$ cat src/verilog/etds_pkg.sv
// Purpose: constants and types for the transmit descriptor status block
// Assumes: 50 MHz mclk, one status word written back per frame attempt
// Notes: register offsets are word indices on the plain register port
package etds_pkg;
   ////////////////////////////////////////////////////////////////////////////
   // Status word layout
   typedef struct packed {
      logic descriptor_owner_flag;
      logic frame_abandoned_flag;
      logic backpressure_applied_flag;
      logic oversize_frame_flag;
      logic length_out_of_range_flag;
      logic length_mismatch_flag;
      logic bad_fcs_flag;
      logic deferred_flag;
      logic excess_deferral_flag;
      logic tx_buffer_starved_flag;
      logic late_collision_flag;
      logic retry_limit_flag;
      logic [3:0] collision_tally;
   } etds_status_t;

   // Per-cycle events from the transmit engine
   typedef struct packed {
      logic start;
      logic finish;
      logic byte_valid;
      logic [7:0] byte_data;
      logic collision;
      logic deferring;
      logic backpressure;
      logic underrun;
   } etds_tx_ev_t;

   ////////////////////////////////////////////////////////////////////////////
   // Register map (word index)
   localparam logic [3:0] REG_CTRL = 4'h0;
   localparam logic [3:0] REG_MAX_FRAME_LENGTH_FIELD = 4'h1;
   localparam logic [3:0] REG_COLWIN = 4'h2;
   localparam logic [3:0] REG_RETRY = 4'h3;
   localparam logic [3:0] REG_LAST = 4'h4;
   localparam logic [3:0] REG_IRQ_STAT = 4'h5;
   localparam logic [3:0] REG_IRQ_MASK = 4'h6;

   // Control bit positions
   localparam int CTRL_AUTO_FCS = 0;
   localparam int CTRL_UNDERRUN_RETRY = 1;

   // Reset values
   localparam logic [15:0] MAX_FRAME_LENGTH_FIELD_RESET = 16'h0600;
   localparam logic [5:0] COLWIN_RESET = 6'h37;
   localparam logic [3:0] RETRY_RESET = 4'hf;
   localparam logic [1:0] CTRL_RESET = 2'h1;

   // Interrupt bits
   localparam int IRQ_DONE = 0;
   localparam int IRQ_ABANDON = 1;
   localparam int IRQ_STARVED = 2;
   localparam int IRQ_W = 3;

   // Frame field positions and limits
   localparam logic [15:0] TL_HI_POS = 16'h000c;
   localparam logic [15:0] TL_LO_POS = 16'h000d;
   localparam logic [15:0] HDR_FCS_BYTES = 16'h0012;
   localparam logic [15:0] TL_MAX_LEN = 16'h05ee;
   localparam logic [15:0] TL_TYPE_MIN = 16'h0600;

   // Excessive deferral timing
   localparam int CLK_MHZ = 50;
   localparam int XS_DEFER_NIBBLES = 6071;
   localparam int NIBBLE_NS_100 = 40;
   localparam int XS_DEFER_BITS = 24287;
   localparam int BIT_NS_10 = 100;
   localparam int XS_DEFER_CYC_100 = XS_DEFER_NIBBLES * NIBBLE_NS_100 * CLK_MHZ / 1000;
   localparam int XS_DEFER_CYC_10 = XS_DEFER_BITS * BIT_NS_10 * CLK_MHZ / 1000;

   // FCS engine constants
   localparam logic [31:0] CRC_INIT = 32'hffffffff;
   localparam logic [31:0] CRC_POLY = 32'hedb88320;
   localparam logic [31:0] CRC_RESIDUE = 32'hdebb20e3;
endpackage : etds_pkg

$ cat src/verilog/etds_top.sv
// Purpose: builds the transmit descriptor status word per frame attempt
// Assumes: transmit engine events are synchronous to mclk
// Notes: one write-back pulse per attempt that ends, retries stay inside
`timescale 1ns/1ps
module etds_top #(
   parameter int XS_LIMIT_100 = etds_pkg::XS_DEFER_CYC_100,
   parameter int XS_LIMIT_10 = etds_pkg::XS_DEFER_CYC_10
) (
   // Clock, reset, enable
   input wire logic mclk,
   input wire logic sys_rst,
   input wire logic ce,
   // Line speed, high for 100 Mbit/s
   input wire logic speed_100,
   // Transmit engine events
   input etds_pkg::etds_tx_ev_t tx_ev,
   // Descriptor write-back
   output logic desc_wr_valid,
   output etds_pkg::etds_status_t desc_wr_word,
   output logic descriptor_owner_flag,
   // Abandon request back to the transmit engine
   output logic tx_abandon,
   // Register port
   input wire logic [3:0] reg_addr,
   input wire logic [15:0] reg_wdata,
   input wire logic reg_wr,
   input wire logic reg_rd,
   output logic [15:0] reg_rdata,
   // Interrupt
   output logic irq
);
   typedef enum logic [1:0] {
      ST_IDLE = 2'b00,
      ST_ACTIVE = 2'b01,
      ST_REPORT = 2'b10
   } etds_state_t;

   etds_state_t state_reg;
   etds_state_t state_next;
   etds_pkg::etds_status_t flags_reg;
   logic [15:0] byte_cnt_reg;
   logic [15:0] tl_reg;
   logic [1:0] ctrl_reg;
   logic [15:0] max_frame_length_field;
   logic [5:0] collision_window_config;
   logic [3:0] retry_limit_config;
   // Width first, the two registers below are sized by it
   localparam int IRQ_W_L = etds_pkg::IRQ_W;
   logic [IRQ_W_L-1:0] irq_stat_reg;
   logic [IRQ_W_L-1:0] irq_mask_reg;

   logic active;
   logic col_late;
   logic col_limit;
   logic col_retry;
   logic starve_abandon;
   logic starve_retry;
   logic abandon;
   logic restart;
   logic fcs_ok;
   logic xs_defer;
   logic [3:0] tally_inc;
   logic auto_fcs;
   logic report;
   etds_pkg::etds_status_t final_word;

   ////////////////////////////////////////////////////////////////////////////
   // Helper modules
   etds_fcs_check u_fcs (
      .mclk(mclk),
      .sys_rst(sys_rst),
      .ce(ce),
      .restart(restart),
      .byte_valid(active && tx_ev.byte_valid),
      .byte_data(tx_ev.byte_data),
      .fcs_ok(fcs_ok)
   );

   etds_defer_timer #(
      .LIMIT_100(XS_LIMIT_100),
      .LIMIT_10(XS_LIMIT_10)
   ) u_defer (
      .mclk(mclk),
      .sys_rst(sys_rst),
      .ce(ce),
      .restart(tx_ev.start),
      .deferring(active && tx_ev.deferring),
      .speed_100(speed_100),
      .excess(xs_defer)
   );

   ////////////////////////////////////////////////////////////////////////////
   // Attempt events
   assign active = (state_reg == ST_ACTIVE);
   assign auto_fcs = ctrl_reg[etds_pkg::CTRL_AUTO_FCS];
   // Tally saturates at its field width
   assign tally_inc = (flags_reg.collision_tally == 4'hf) ? 4'hf :
                      flags_reg.collision_tally + 4'h1;
   // Late: byte count already past the collision window
   assign col_late = active && tx_ev.collision &&
                     (byte_cnt_reg > {10'h000, collision_window_config});
   // Too many collisions for the retry limit
   assign col_limit = active && tx_ev.collision && !col_late &&
                      (tally_inc > retry_limit_config);
   // Early collision inside the window is retried while the tally stays within the retry limit
   assign col_retry = active && tx_ev.collision && !col_late && !col_limit;
   // Underrun outcome depends on the retry control bit
   assign starve_retry = active && tx_ev.underrun &&
                         ctrl_reg[etds_pkg::CTRL_UNDERRUN_RETRY];
   assign starve_abandon = active && tx_ev.underrun &&
                           !ctrl_reg[etds_pkg::CTRL_UNDERRUN_RETRY];
   // Late collisions are not retried since the frame is already on the wire
   assign abandon = col_late || col_limit || starve_abandon;
   // Restart rewinds count, type/length field and CRC only
   assign restart = tx_ev.start || col_retry || starve_retry;
   assign report = active && (abandon || tx_ev.finish);
   assign tx_abandon = active && abandon;

   ////////////////////////////////////////////////////////////////////////////
   // Attempt state machine
   always_comb begin
      state_next = state_reg;
      case (state_reg)
         ST_IDLE: begin
            if (tx_ev.start) begin
               state_next = ST_ACTIVE;
            end
         end
         ST_ACTIVE: begin
            if (report) begin
               state_next = ST_REPORT;
            end
         end
         ST_REPORT: begin
            state_next = ST_IDLE;
         end
         default: begin
            state_next = ST_IDLE;
         end
      endcase
   end

   // State holds while ce is low
   always_ff @(posedge mclk or posedge sys_rst) begin
      if (sys_rst) begin
         state_reg <= ST_IDLE;
      end else if (ce) begin
         state_reg <= state_next;
      end
   end

   ////////////////////////////////////////////////////////////////////////////
   // Byte counter, cleared on every new try
   // Saturates so a runaway frame stays oversize
   always_ff @(posedge mclk or posedge sys_rst) begin
      if (sys_rst) begin
         byte_cnt_reg <= 16'h0000;
      end else if (ce) begin
         if (restart) begin
            byte_cnt_reg <= 16'h0000;
         end else if (active && tx_ev.byte_valid && byte_cnt_reg != 16'hffff) begin
            byte_cnt_reg <= byte_cnt_reg + 16'h0001;
         end
      end
   end

   // Type/length field capture, high byte first
   // A new try forgets the field, so a short try reads no stale value
   always_ff @(posedge mclk or posedge sys_rst) begin
      if (sys_rst) begin
         tl_reg <= 16'h0000;
      end else if (ce) begin
         if (restart) begin
            tl_reg <= 16'h0000;
         end else if (active && tx_ev.byte_valid) begin
            if (byte_cnt_reg == etds_pkg::TL_HI_POS) begin
               tl_reg[15:8] <= tx_ev.byte_data;
            end else if (byte_cnt_reg == etds_pkg::TL_LO_POS) begin
               tl_reg[7:0] <= tx_ev.byte_data;
            end
         end
      end
   end

   ////////////////////////////////////////////////////////////////////////////
   // Sticky per-attempt flags, cleared only at frame start
   // A retry keeps them: the word covers the whole attempt
   always_ff @(posedge mclk or posedge sys_rst) begin
      if (sys_rst) begin
         flags_reg <= '0;
      end else if (ce) begin
         if (tx_ev.start) begin
            flags_reg <= '0;
            flags_reg.descriptor_owner_flag <= 1'b1;
         end else if (active) begin
            if (tx_ev.backpressure) begin
               flags_reg.backpressure_applied_flag <= 1'b1;
            end
            if (tx_ev.deferring) begin
               flags_reg.deferred_flag <= 1'b1;
            end
            if (tx_ev.underrun) begin
               flags_reg.tx_buffer_starved_flag <= 1'b1;
            end
            if (tx_ev.collision) begin
               flags_reg.collision_tally <= tally_inc;
            end
            if (col_late) begin
               flags_reg.late_collision_flag <= 1'b1;
            end
            if (col_limit) begin
               flags_reg.retry_limit_flag <= 1'b1;
            end
            if (abandon) begin
               flags_reg.frame_abandoned_flag <= 1'b1;
            end
         end
      end
   end

   ////////////////////////////////////////////////////////////////////////////
   // Final word: frame checks folded in at the end of the attempt
   always_comb begin
      final_word = flags_reg;
      final_word.frame_abandoned_flag = flags_reg.frame_abandoned_flag || abandon;
      final_word.tx_buffer_starved_flag = flags_reg.tx_buffer_starved_flag ||
                                          tx_ev.underrun;
      final_word.late_collision_flag = flags_reg.late_collision_flag || col_late;
      final_word.retry_limit_flag = flags_reg.retry_limit_flag || col_limit;
      if (tx_ev.collision) begin
         final_word.collision_tally = tally_inc;
      end
      final_word.deferred_flag = flags_reg.deferred_flag || tx_ev.deferring;
      final_word.backpressure_applied_flag = flags_reg.backpressure_applied_flag ||
                                             tx_ev.backpressure;
      final_word.excess_deferral_flag = xs_defer;
      final_word.oversize_frame_flag = (byte_cnt_reg > max_frame_length_field);
      final_word.length_out_of_range_flag = (tl_reg > etds_pkg::TL_MAX_LEN) &&
                                            (tl_reg < etds_pkg::TL_TYPE_MIN);
      // Only a length field is compared; type values are skipped
      final_word.length_mismatch_flag = (tl_reg < etds_pkg::TL_TYPE_MIN) &&
         (byte_cnt_reg >= etds_pkg::HDR_FCS_BYTES) &&
         (tl_reg != byte_cnt_reg - etds_pkg::HDR_FCS_BYTES);
      // With auto append on the FCS is ours, so it is never checked
      final_word.bad_fcs_flag = !auto_fcs && !fcs_ok;
      final_word.descriptor_owner_flag = 1'b0;
   end

   ////////////////////////////////////////////////////////////////////////////
   // Write-back: one pulse with the full word, ownership back to host
   // The word holds until the next report for the last-status read
   always_ff @(posedge mclk or posedge sys_rst) begin
      if (sys_rst) begin
         desc_wr_valid <= 1'b0;
         desc_wr_word <= '0;
      end else if (ce) begin
         desc_wr_valid <= report;
         if (report) begin
            desc_wr_word <= final_word;
         end
      end
   end

   // Ownership level as seen by the host side
   always_ff @(posedge mclk or posedge sys_rst) begin
      if (sys_rst) begin
         descriptor_owner_flag <= 1'b0;
      end else if (ce) begin
         if (tx_ev.start) begin
            descriptor_owner_flag <= 1'b1;
         end else if (report) begin
            descriptor_owner_flag <= 1'b0;
         end
      end
   end

   ////////////////////////////////////////////////////////////////////////////
   // Configuration registers
   // Unmapped indices are ignored
   always_ff @(posedge mclk or posedge sys_rst) begin
      if (sys_rst) begin
         ctrl_reg <= etds_pkg::CTRL_RESET;
         max_frame_length_field <= etds_pkg::MAX_FRAME_LENGTH_FIELD_RESET;
         collision_window_config <= etds_pkg::COLWIN_RESET;
         retry_limit_config <= etds_pkg::RETRY_RESET;
         irq_mask_reg <= '0;
      end else if (ce && reg_wr) begin
         case (reg_addr)
            etds_pkg::REG_CTRL: ctrl_reg <= reg_wdata[1:0];
            etds_pkg::REG_MAX_FRAME_LENGTH_FIELD: max_frame_length_field <= reg_wdata;
            etds_pkg::REG_COLWIN: collision_window_config <= reg_wdata[5:0];
            etds_pkg::REG_RETRY: retry_limit_config <= reg_wdata[3:0];
            etds_pkg::REG_IRQ_MASK: irq_mask_reg <= reg_wdata[IRQ_W_L-1:0];
            default: begin
            end
         endcase
      end
   end

   ////////////////////////////////////////////////////////////////////////////
   // Interrupt status: set wins over the clear that a read makes
   logic [IRQ_W_L-1:0] irq_set;
   logic irq_rd_clr;

   // Same bit order as the mask register
   assign irq_set = {report && tx_ev.underrun,
                     report && abandon,
                     report};
   assign irq_rd_clr = reg_rd && (reg_addr == etds_pkg::REG_IRQ_STAT);

   always_ff @(posedge mclk or posedge sys_rst) begin
      if (sys_rst) begin
         irq_stat_reg <= '0;
      end else if (ce) begin
         irq_stat_reg <= (irq_rd_clr ? '0 : irq_stat_reg) | irq_set;
      end
   end

   // Level straight from registers, no pulse to miss
   assign irq = |(irq_stat_reg & irq_mask_reg);

   ////////////////////////////////////////////////////////////////////////////
   // Read port: data stands in the cycle after the strobe only
   // Zero outside that cycle keeps a shared bus quiet
   always_ff @(posedge mclk or posedge sys_rst) begin
      if (sys_rst) begin
         reg_rdata <= 16'h0000;
      end else if (ce) begin
         reg_rdata <= 16'h0000;
         if (reg_rd) begin
            case (reg_addr)
               etds_pkg::REG_CTRL: reg_rdata <= {14'h0000, ctrl_reg};
               etds_pkg::REG_MAX_FRAME_LENGTH_FIELD: reg_rdata <= max_frame_length_field;
               etds_pkg::REG_COLWIN: reg_rdata <= {10'h000, collision_window_config};
               etds_pkg::REG_RETRY: reg_rdata <= {12'h000, retry_limit_config};
               etds_pkg::REG_LAST: reg_rdata <= desc_wr_word;
               etds_pkg::REG_IRQ_STAT: reg_rdata <= {13'h0000, irq_stat_reg};
               etds_pkg::REG_IRQ_MASK: reg_rdata <= {13'h0000, irq_mask_reg};
               default: reg_rdata <= 16'h0000;
            endcase
         end
      end
   end
endmodule : etds_top

$ cat src/verilog/etds_fcs_check.sv
// Purpose: running CRC-32 over the frame bytes with residue check
// Assumes: bytes arrive LSB first order as on the wire
// Notes: fcs_ok is valid once the last FCS byte has been taken
`timescale 1ns/1ps
module etds_fcs_check (
   // Clock and reset
   input wire logic mclk,
   input wire logic sys_rst,
   input wire logic ce,
   // Byte stream
   input wire logic restart,
   input wire logic byte_valid,
   input wire logic [7:0] byte_data,
   // Result
   output logic fcs_ok
);
   logic [31:0] crc_reg;
   logic [31:0] crc_next;

   ////////////////////////////////////////////////////////////////////////////
   // One byte through the reflected polynomial
   always_comb begin
      crc_next = crc_reg;
      for (int i = 0; i < 8; i++) begin
         if (crc_next[0] ^ byte_data[i]) begin
            crc_next = (crc_next >> 1) ^ etds_pkg::CRC_POLY;
         end else begin
            crc_next = crc_next >> 1;
         end
      end
   end

   // Restart wins over a byte so a retry starts clean
   always_ff @(posedge mclk or posedge sys_rst) begin
      if (sys_rst) begin
         crc_reg <= etds_pkg::CRC_INIT;
      end else if (ce) begin
         if (restart) begin
            crc_reg <= etds_pkg::CRC_INIT;
         end else if (byte_valid) begin
            crc_reg <= crc_next;
         end
      end
   end

   assign fcs_ok = (crc_reg == etds_pkg::CRC_RESIDUE);
endmodule : etds_fcs_check

$ cat src/verilog/etds_defer_timer.sv
// Purpose: measures deferral time of one frame attempt
// Assumes: deferring is a level from the transmit engine
// Notes: the count saturates so a long wait never wraps back to clear
`timescale 1ns/1ps
module etds_defer_timer #(
   parameter int LIMIT_100 = etds_pkg::XS_DEFER_CYC_100,
   parameter int LIMIT_10 = etds_pkg::XS_DEFER_CYC_10
) (
   // Clock and reset
   input wire logic mclk,
   input wire logic sys_rst,
   input wire logic ce,
   // Control
   input wire logic restart,
   input wire logic deferring,
   input wire logic speed_100,
   // Result
   output logic excess
);
   logic [17:0] cnt_reg;
   logic [17:0] limit;

   assign limit = speed_100 ? 18'(LIMIT_100) : 18'(LIMIT_10);

   ////////////////////////////////////////////////////////////////////////////
   // Count deferring cycles, hold at the top
   always_ff @(posedge mclk or posedge sys_rst) begin
      if (sys_rst) begin
         cnt_reg <= 18'h00000;
      end else if (ce) begin
         if (restart) begin
            cnt_reg <= 18'h00000;
         end else if (deferring && cnt_reg != 18'h3ffff) begin
            cnt_reg <= cnt_reg + 18'h00001;
         end
      end
   end

   assign excess = (cnt_reg > limit);
endmodule : etds_defer_timer

$ cat config.mk
export PLATFORM = sky130hd
export DESIGN_NAME = etds_top
export DESIGN_NICKNAME = d
export VERILOG_FILES = /design/src/verilog/etds_pkg.sv /design/src/verilog/etds_top.sv /design/src/verilog/etds_fcs_check.sv /design/src/verilog/etds_defer_timer.sv
export SDC_FILE = /design/constraint.sdc
export NUM_CORES = 1
export LEC_CHECK = 0
export BUFFER_PORTS_ARGS = -buffer_cell sky130_fd_sc_hd__buf_2
export CORE_MARGIN = 1
export CORE_UTILIZATION = 55
export DETAILED_ROUTE_END_ITERATION = 10
export PLACE_DENSITY = 0.84
export SLEW_MARGIN = 20
export SYNTH_ARGS = -nofsm -noshare
export SYNTH_HDL_FRONTEND = slang
export SYNTH_SLANG_ARGS = --single-unit
export TNS_END_PERCENT = 50
$ cat constraint.sdc
create_clock -name mclk -period 4.1 [get_ports mclk]
set_input_delay 0.205 -clock mclk [delete_from_list [all_inputs] [get_ports mclk]]
set_output_delay 0.205 -clock mclk [all_outputs]
set_load 0.01 [all_outputs]
==> metrics.txt <==
peak supply drop=~0.00036 V; Port Buffer Count=75; vias in the first global route=around 7.5k; Post-synth EDFFs=0; Max Freq=approximately 0.29 GHz; clock share of power=22.5%; clock latency on the worst-skew pair=roughly 0.44 ns; TritonCTS clock tree=yes; first-pass GRT wire length=between 30000 and 40000 µm; Unique masters post-synth=79; Core ar.=around 17000 µm²; RSZ-0062 raised after global routing=false; Via Count=7668; area occupied by multi-input gates=5253 µm²; Logic pwr share=41.3%; Ys Warns=0; Placement Cell Area=about 10000 µm²; Max stage delay on crit path=between 0.5 and 0.6 ns; post-route ant nets=0; Pwr Density=636.8 nW/µm²; Crit path required time=roughly 3.9 ns; area grow syn2layout=11.59%; metal1 wirelength=about 10000 µm; First-pass DRT Iterations=5; max reg flops=32; Post-Syn Area=~9700 µm²; Clk pin slew, worst setup/hold paths=around 0.07 ns; reg2reg end=byte_cnt_reg[12]$_DFFE_PP0P_; post-synthesis sequential area ratio=42.00%; clk buf depth=2; setup slack, reg-to-reg=0.71 ns; Fillers=1372; #FFs+latches synth=161; top cell family by delay on the critical path=simple AND/OR/NAND/NOR gates; Die X-Extent=around 130 µm; sequential share of power=approximately 36%; period utilization=just over 80%; GP Congestion=0.9272; status=finished, final reports clean; CP cell instances=ha_1, and3_1, nor2_1, ha_1, and4_1, a21oi_1, or3_1, a21oi_1, nor2_1, buf_2; Final nets=roughly 1.1k; HP Start=reg_wdata[14]; root buffer cell=clkbuf_16; RR Startpoint=flags_reg[0]$_DFFE_PP0P_; hold path endpoint=max_frame_length_field[14]$_DFFE_PP0P_; htree depth=4; Int Power=4271 µW; worst reg2reg path depth=10; total grt overflow=0; CP Class=register to output pin; HPWL after detailed placement=17090 µm; Slew Viols, Final=0; clk_skew=around 0.016 ns; commonest non-fill, non-tap cell in the layout=dfrtp_1; Synthesized Nets=1043; total track usage=between 20% and 30%; crit start category=register; Avg Cell Area, Syn=about 10 µm²; # Max-Cap Violations=0; initial antenna violation count=0; path type of the worst min-delay path=input port to register; vias per inst=a little over 6; Starting Density=a little under three fifths; element type at the critical path end=output pin; final instance area=~11000 µm²; share of cells above drive strength 1=21.49%; Psw=2640 µW; DRC=0; CP Data Arrival Time=about 3.2 ns; Max-Slew Margin vs Limit=a little over a third; Fin. Hold Viols=0; Top FF cell, synth=dfrtp_1; number of diodes=0; Slowest-stage cell, CP=a21oi_1; critical path peak fanout=7; Avg WL per Cell=about 19 µm; Setup violations, final=0; Clock Sinks=~160; Max Used Layer=met4; WHS Path Cells=3; row cnt=48; CP Buf/Inv Count=1; final WL=24120 µm; full die area=18220 µm²; largest net degree at the start of global routing=between 100 and 150; register cell area after layout=around 4100 µm²; switching share of power=a little under two fifths; Die Ht=135.0 µm; cts bufs inserted=17; most frequent cells in the layout=dfrtp_1, buf_2, nor2_1, xnor2_1, nand2_1; Least-Margin Pin Slew=0.9572 ns; met2 wire len=11740 µm; total setup buffers inserted after CTS=0; share of synthesized registers carrying an async set or reset=100.0%; met3 wire length=around 1700 µm; Leakage=0.004806 µW; I/O pin cnt=77; Synth Instances=~960; DRT iter0 DRCs=just under 600; minimum clock period=~3.4 ns; Fin Setup TNS=0 ns
final cells by class:
| cell class | instances | area share, % |
|---|---|---|
| multi-input cells | 707 | 48.40 |
| inverters | 45 | 1.591 |
| clock inverters | 14 | 1.303 |
| well taps | 225 | 2.594 |
| repair buffers | 88 | 4.520 |
| flip-flops and latches | 161 | 37.63 |
| clock buffers | 18 | 3.955 |
cell usage after synthesis (8+ instances only):
cell type  instances  share of area (%)
a31oi_1            8               0.51
nor4_1            10               0.64
xor2_1            45                4.1
nand2b_1           9               0.58
and2_1            14               0.90
inv_1             45                1.7
nand3_1           26                1.3
nor2b_1            8               0.51
nor3_1            17               0.87
mux2_4            16                2.5
mux2_2            22                2.5
buf_2             12               0.62
o22a_1            31                2.8
and3_1             8               0.51
nand4_1           18                1.2
a21o_1            12               0.93
clkbuf_1          23               0.89
ha_1              45                5.8
a21oi_1           37                1.9
o2bb2ai_1         16                1.4
xnor2_1           68                6.1
nor2_1            70                2.7
dfrtp_1          117                 30
dfstp_2           44                 12
a22o_1             9               0.81
o21ai_0           42                2.2
nand2_1           60                2.3
a22oi_1           14                1.1
worst max path at each step:
stage,cells past startpoint,from,slack [ns],end
detailed placement,10,flags_reg[0]$_DFFE_PP0P_,0.78,byte_cnt_reg[12]$_DFFE_PP0P_
global placement,10,flags_reg[0]$_DFFE_PP0P_,0.90,u_fcs.crc_reg[8]$_DFFE_PP1P_
CTS,10,flags_reg[0]$_DFFE_PP0P_,0.70,tx_abandon
global route,10,flags_reg[0]$_DFFE_PP0P_,0.48,tx_abandon
floorplan,10,flags_reg[0]$_DFFE_PP0P_,1.18,tl_reg[0]$_DFFE_PP0P_
finish,10,flags_reg[0]$_DFFE_PP0P_,0.69,tx_abandon
kinds of logic after synthesis:
group,Yosys count,share of synthesized area (%)
other,1,0.03856
AO/OA/AOI/OAI,211,15.52
flip-flops,161,42.00
AND/OR/NAND/NOR,290,16.28
buffers and inverters,89,4.053
adder cells (fa/ha/maj),45,5.790
multiplexers,46,5.983
XOR/XNOR,114,10.34
power groups by stage:
stage / logic, µW / clock network [µW] / registers (µW)
floorplan: 2240 / 0 / 2400
global placement: 2730 / 0 / 2490
detailed placement: 2800 / 0 / 2510
CTS: 2840 / 1570 / 2490
global route: 3130 / 1640 / 2540
finish: 2850 / 1560 / 2500
per-layer routing:
metal	up-vias	track usage [%]
met1	3746	37.05
met2	313	44.79
met3	43	5.743
met5	-	0
li1	3566	-
met4	0	7.990
worst min-delay path, stage by stage:
cell     delay, ns
buf_2         0.08
nand2_1       0.04
o21ai_0       0.07
per-stage QoR:
stage | power [µW] | hold WS [ns] | setup WS (ns) | instances | utilization (%)
finish | 6910 | 0.003820 | 0.6928 | 1258 | 62.74
global route | 7314 | 0.01260 | 0.4849 | 1258 | 62.74
CTS | 6902 | 0.002959 | 0.7032 | 1258 | 62.74
detailed placement | 5311 | 0.3219 | 0.7777 | 1224 | 59.32
global placement | 5217 | 0.3230 | 0.8980 | 1224 | 59.32
floorplan | 4636 | 0.3140 | 1.182 | 957 | -
timing repair:
action / 4_1_cts / 5_1_grt
gates resized for setup: 0 / 0
hold buffers: 2 / 0
endpoints found under the hold margin: 23 / 0
No activity file was read; power rests on OpenSTA's default activity.
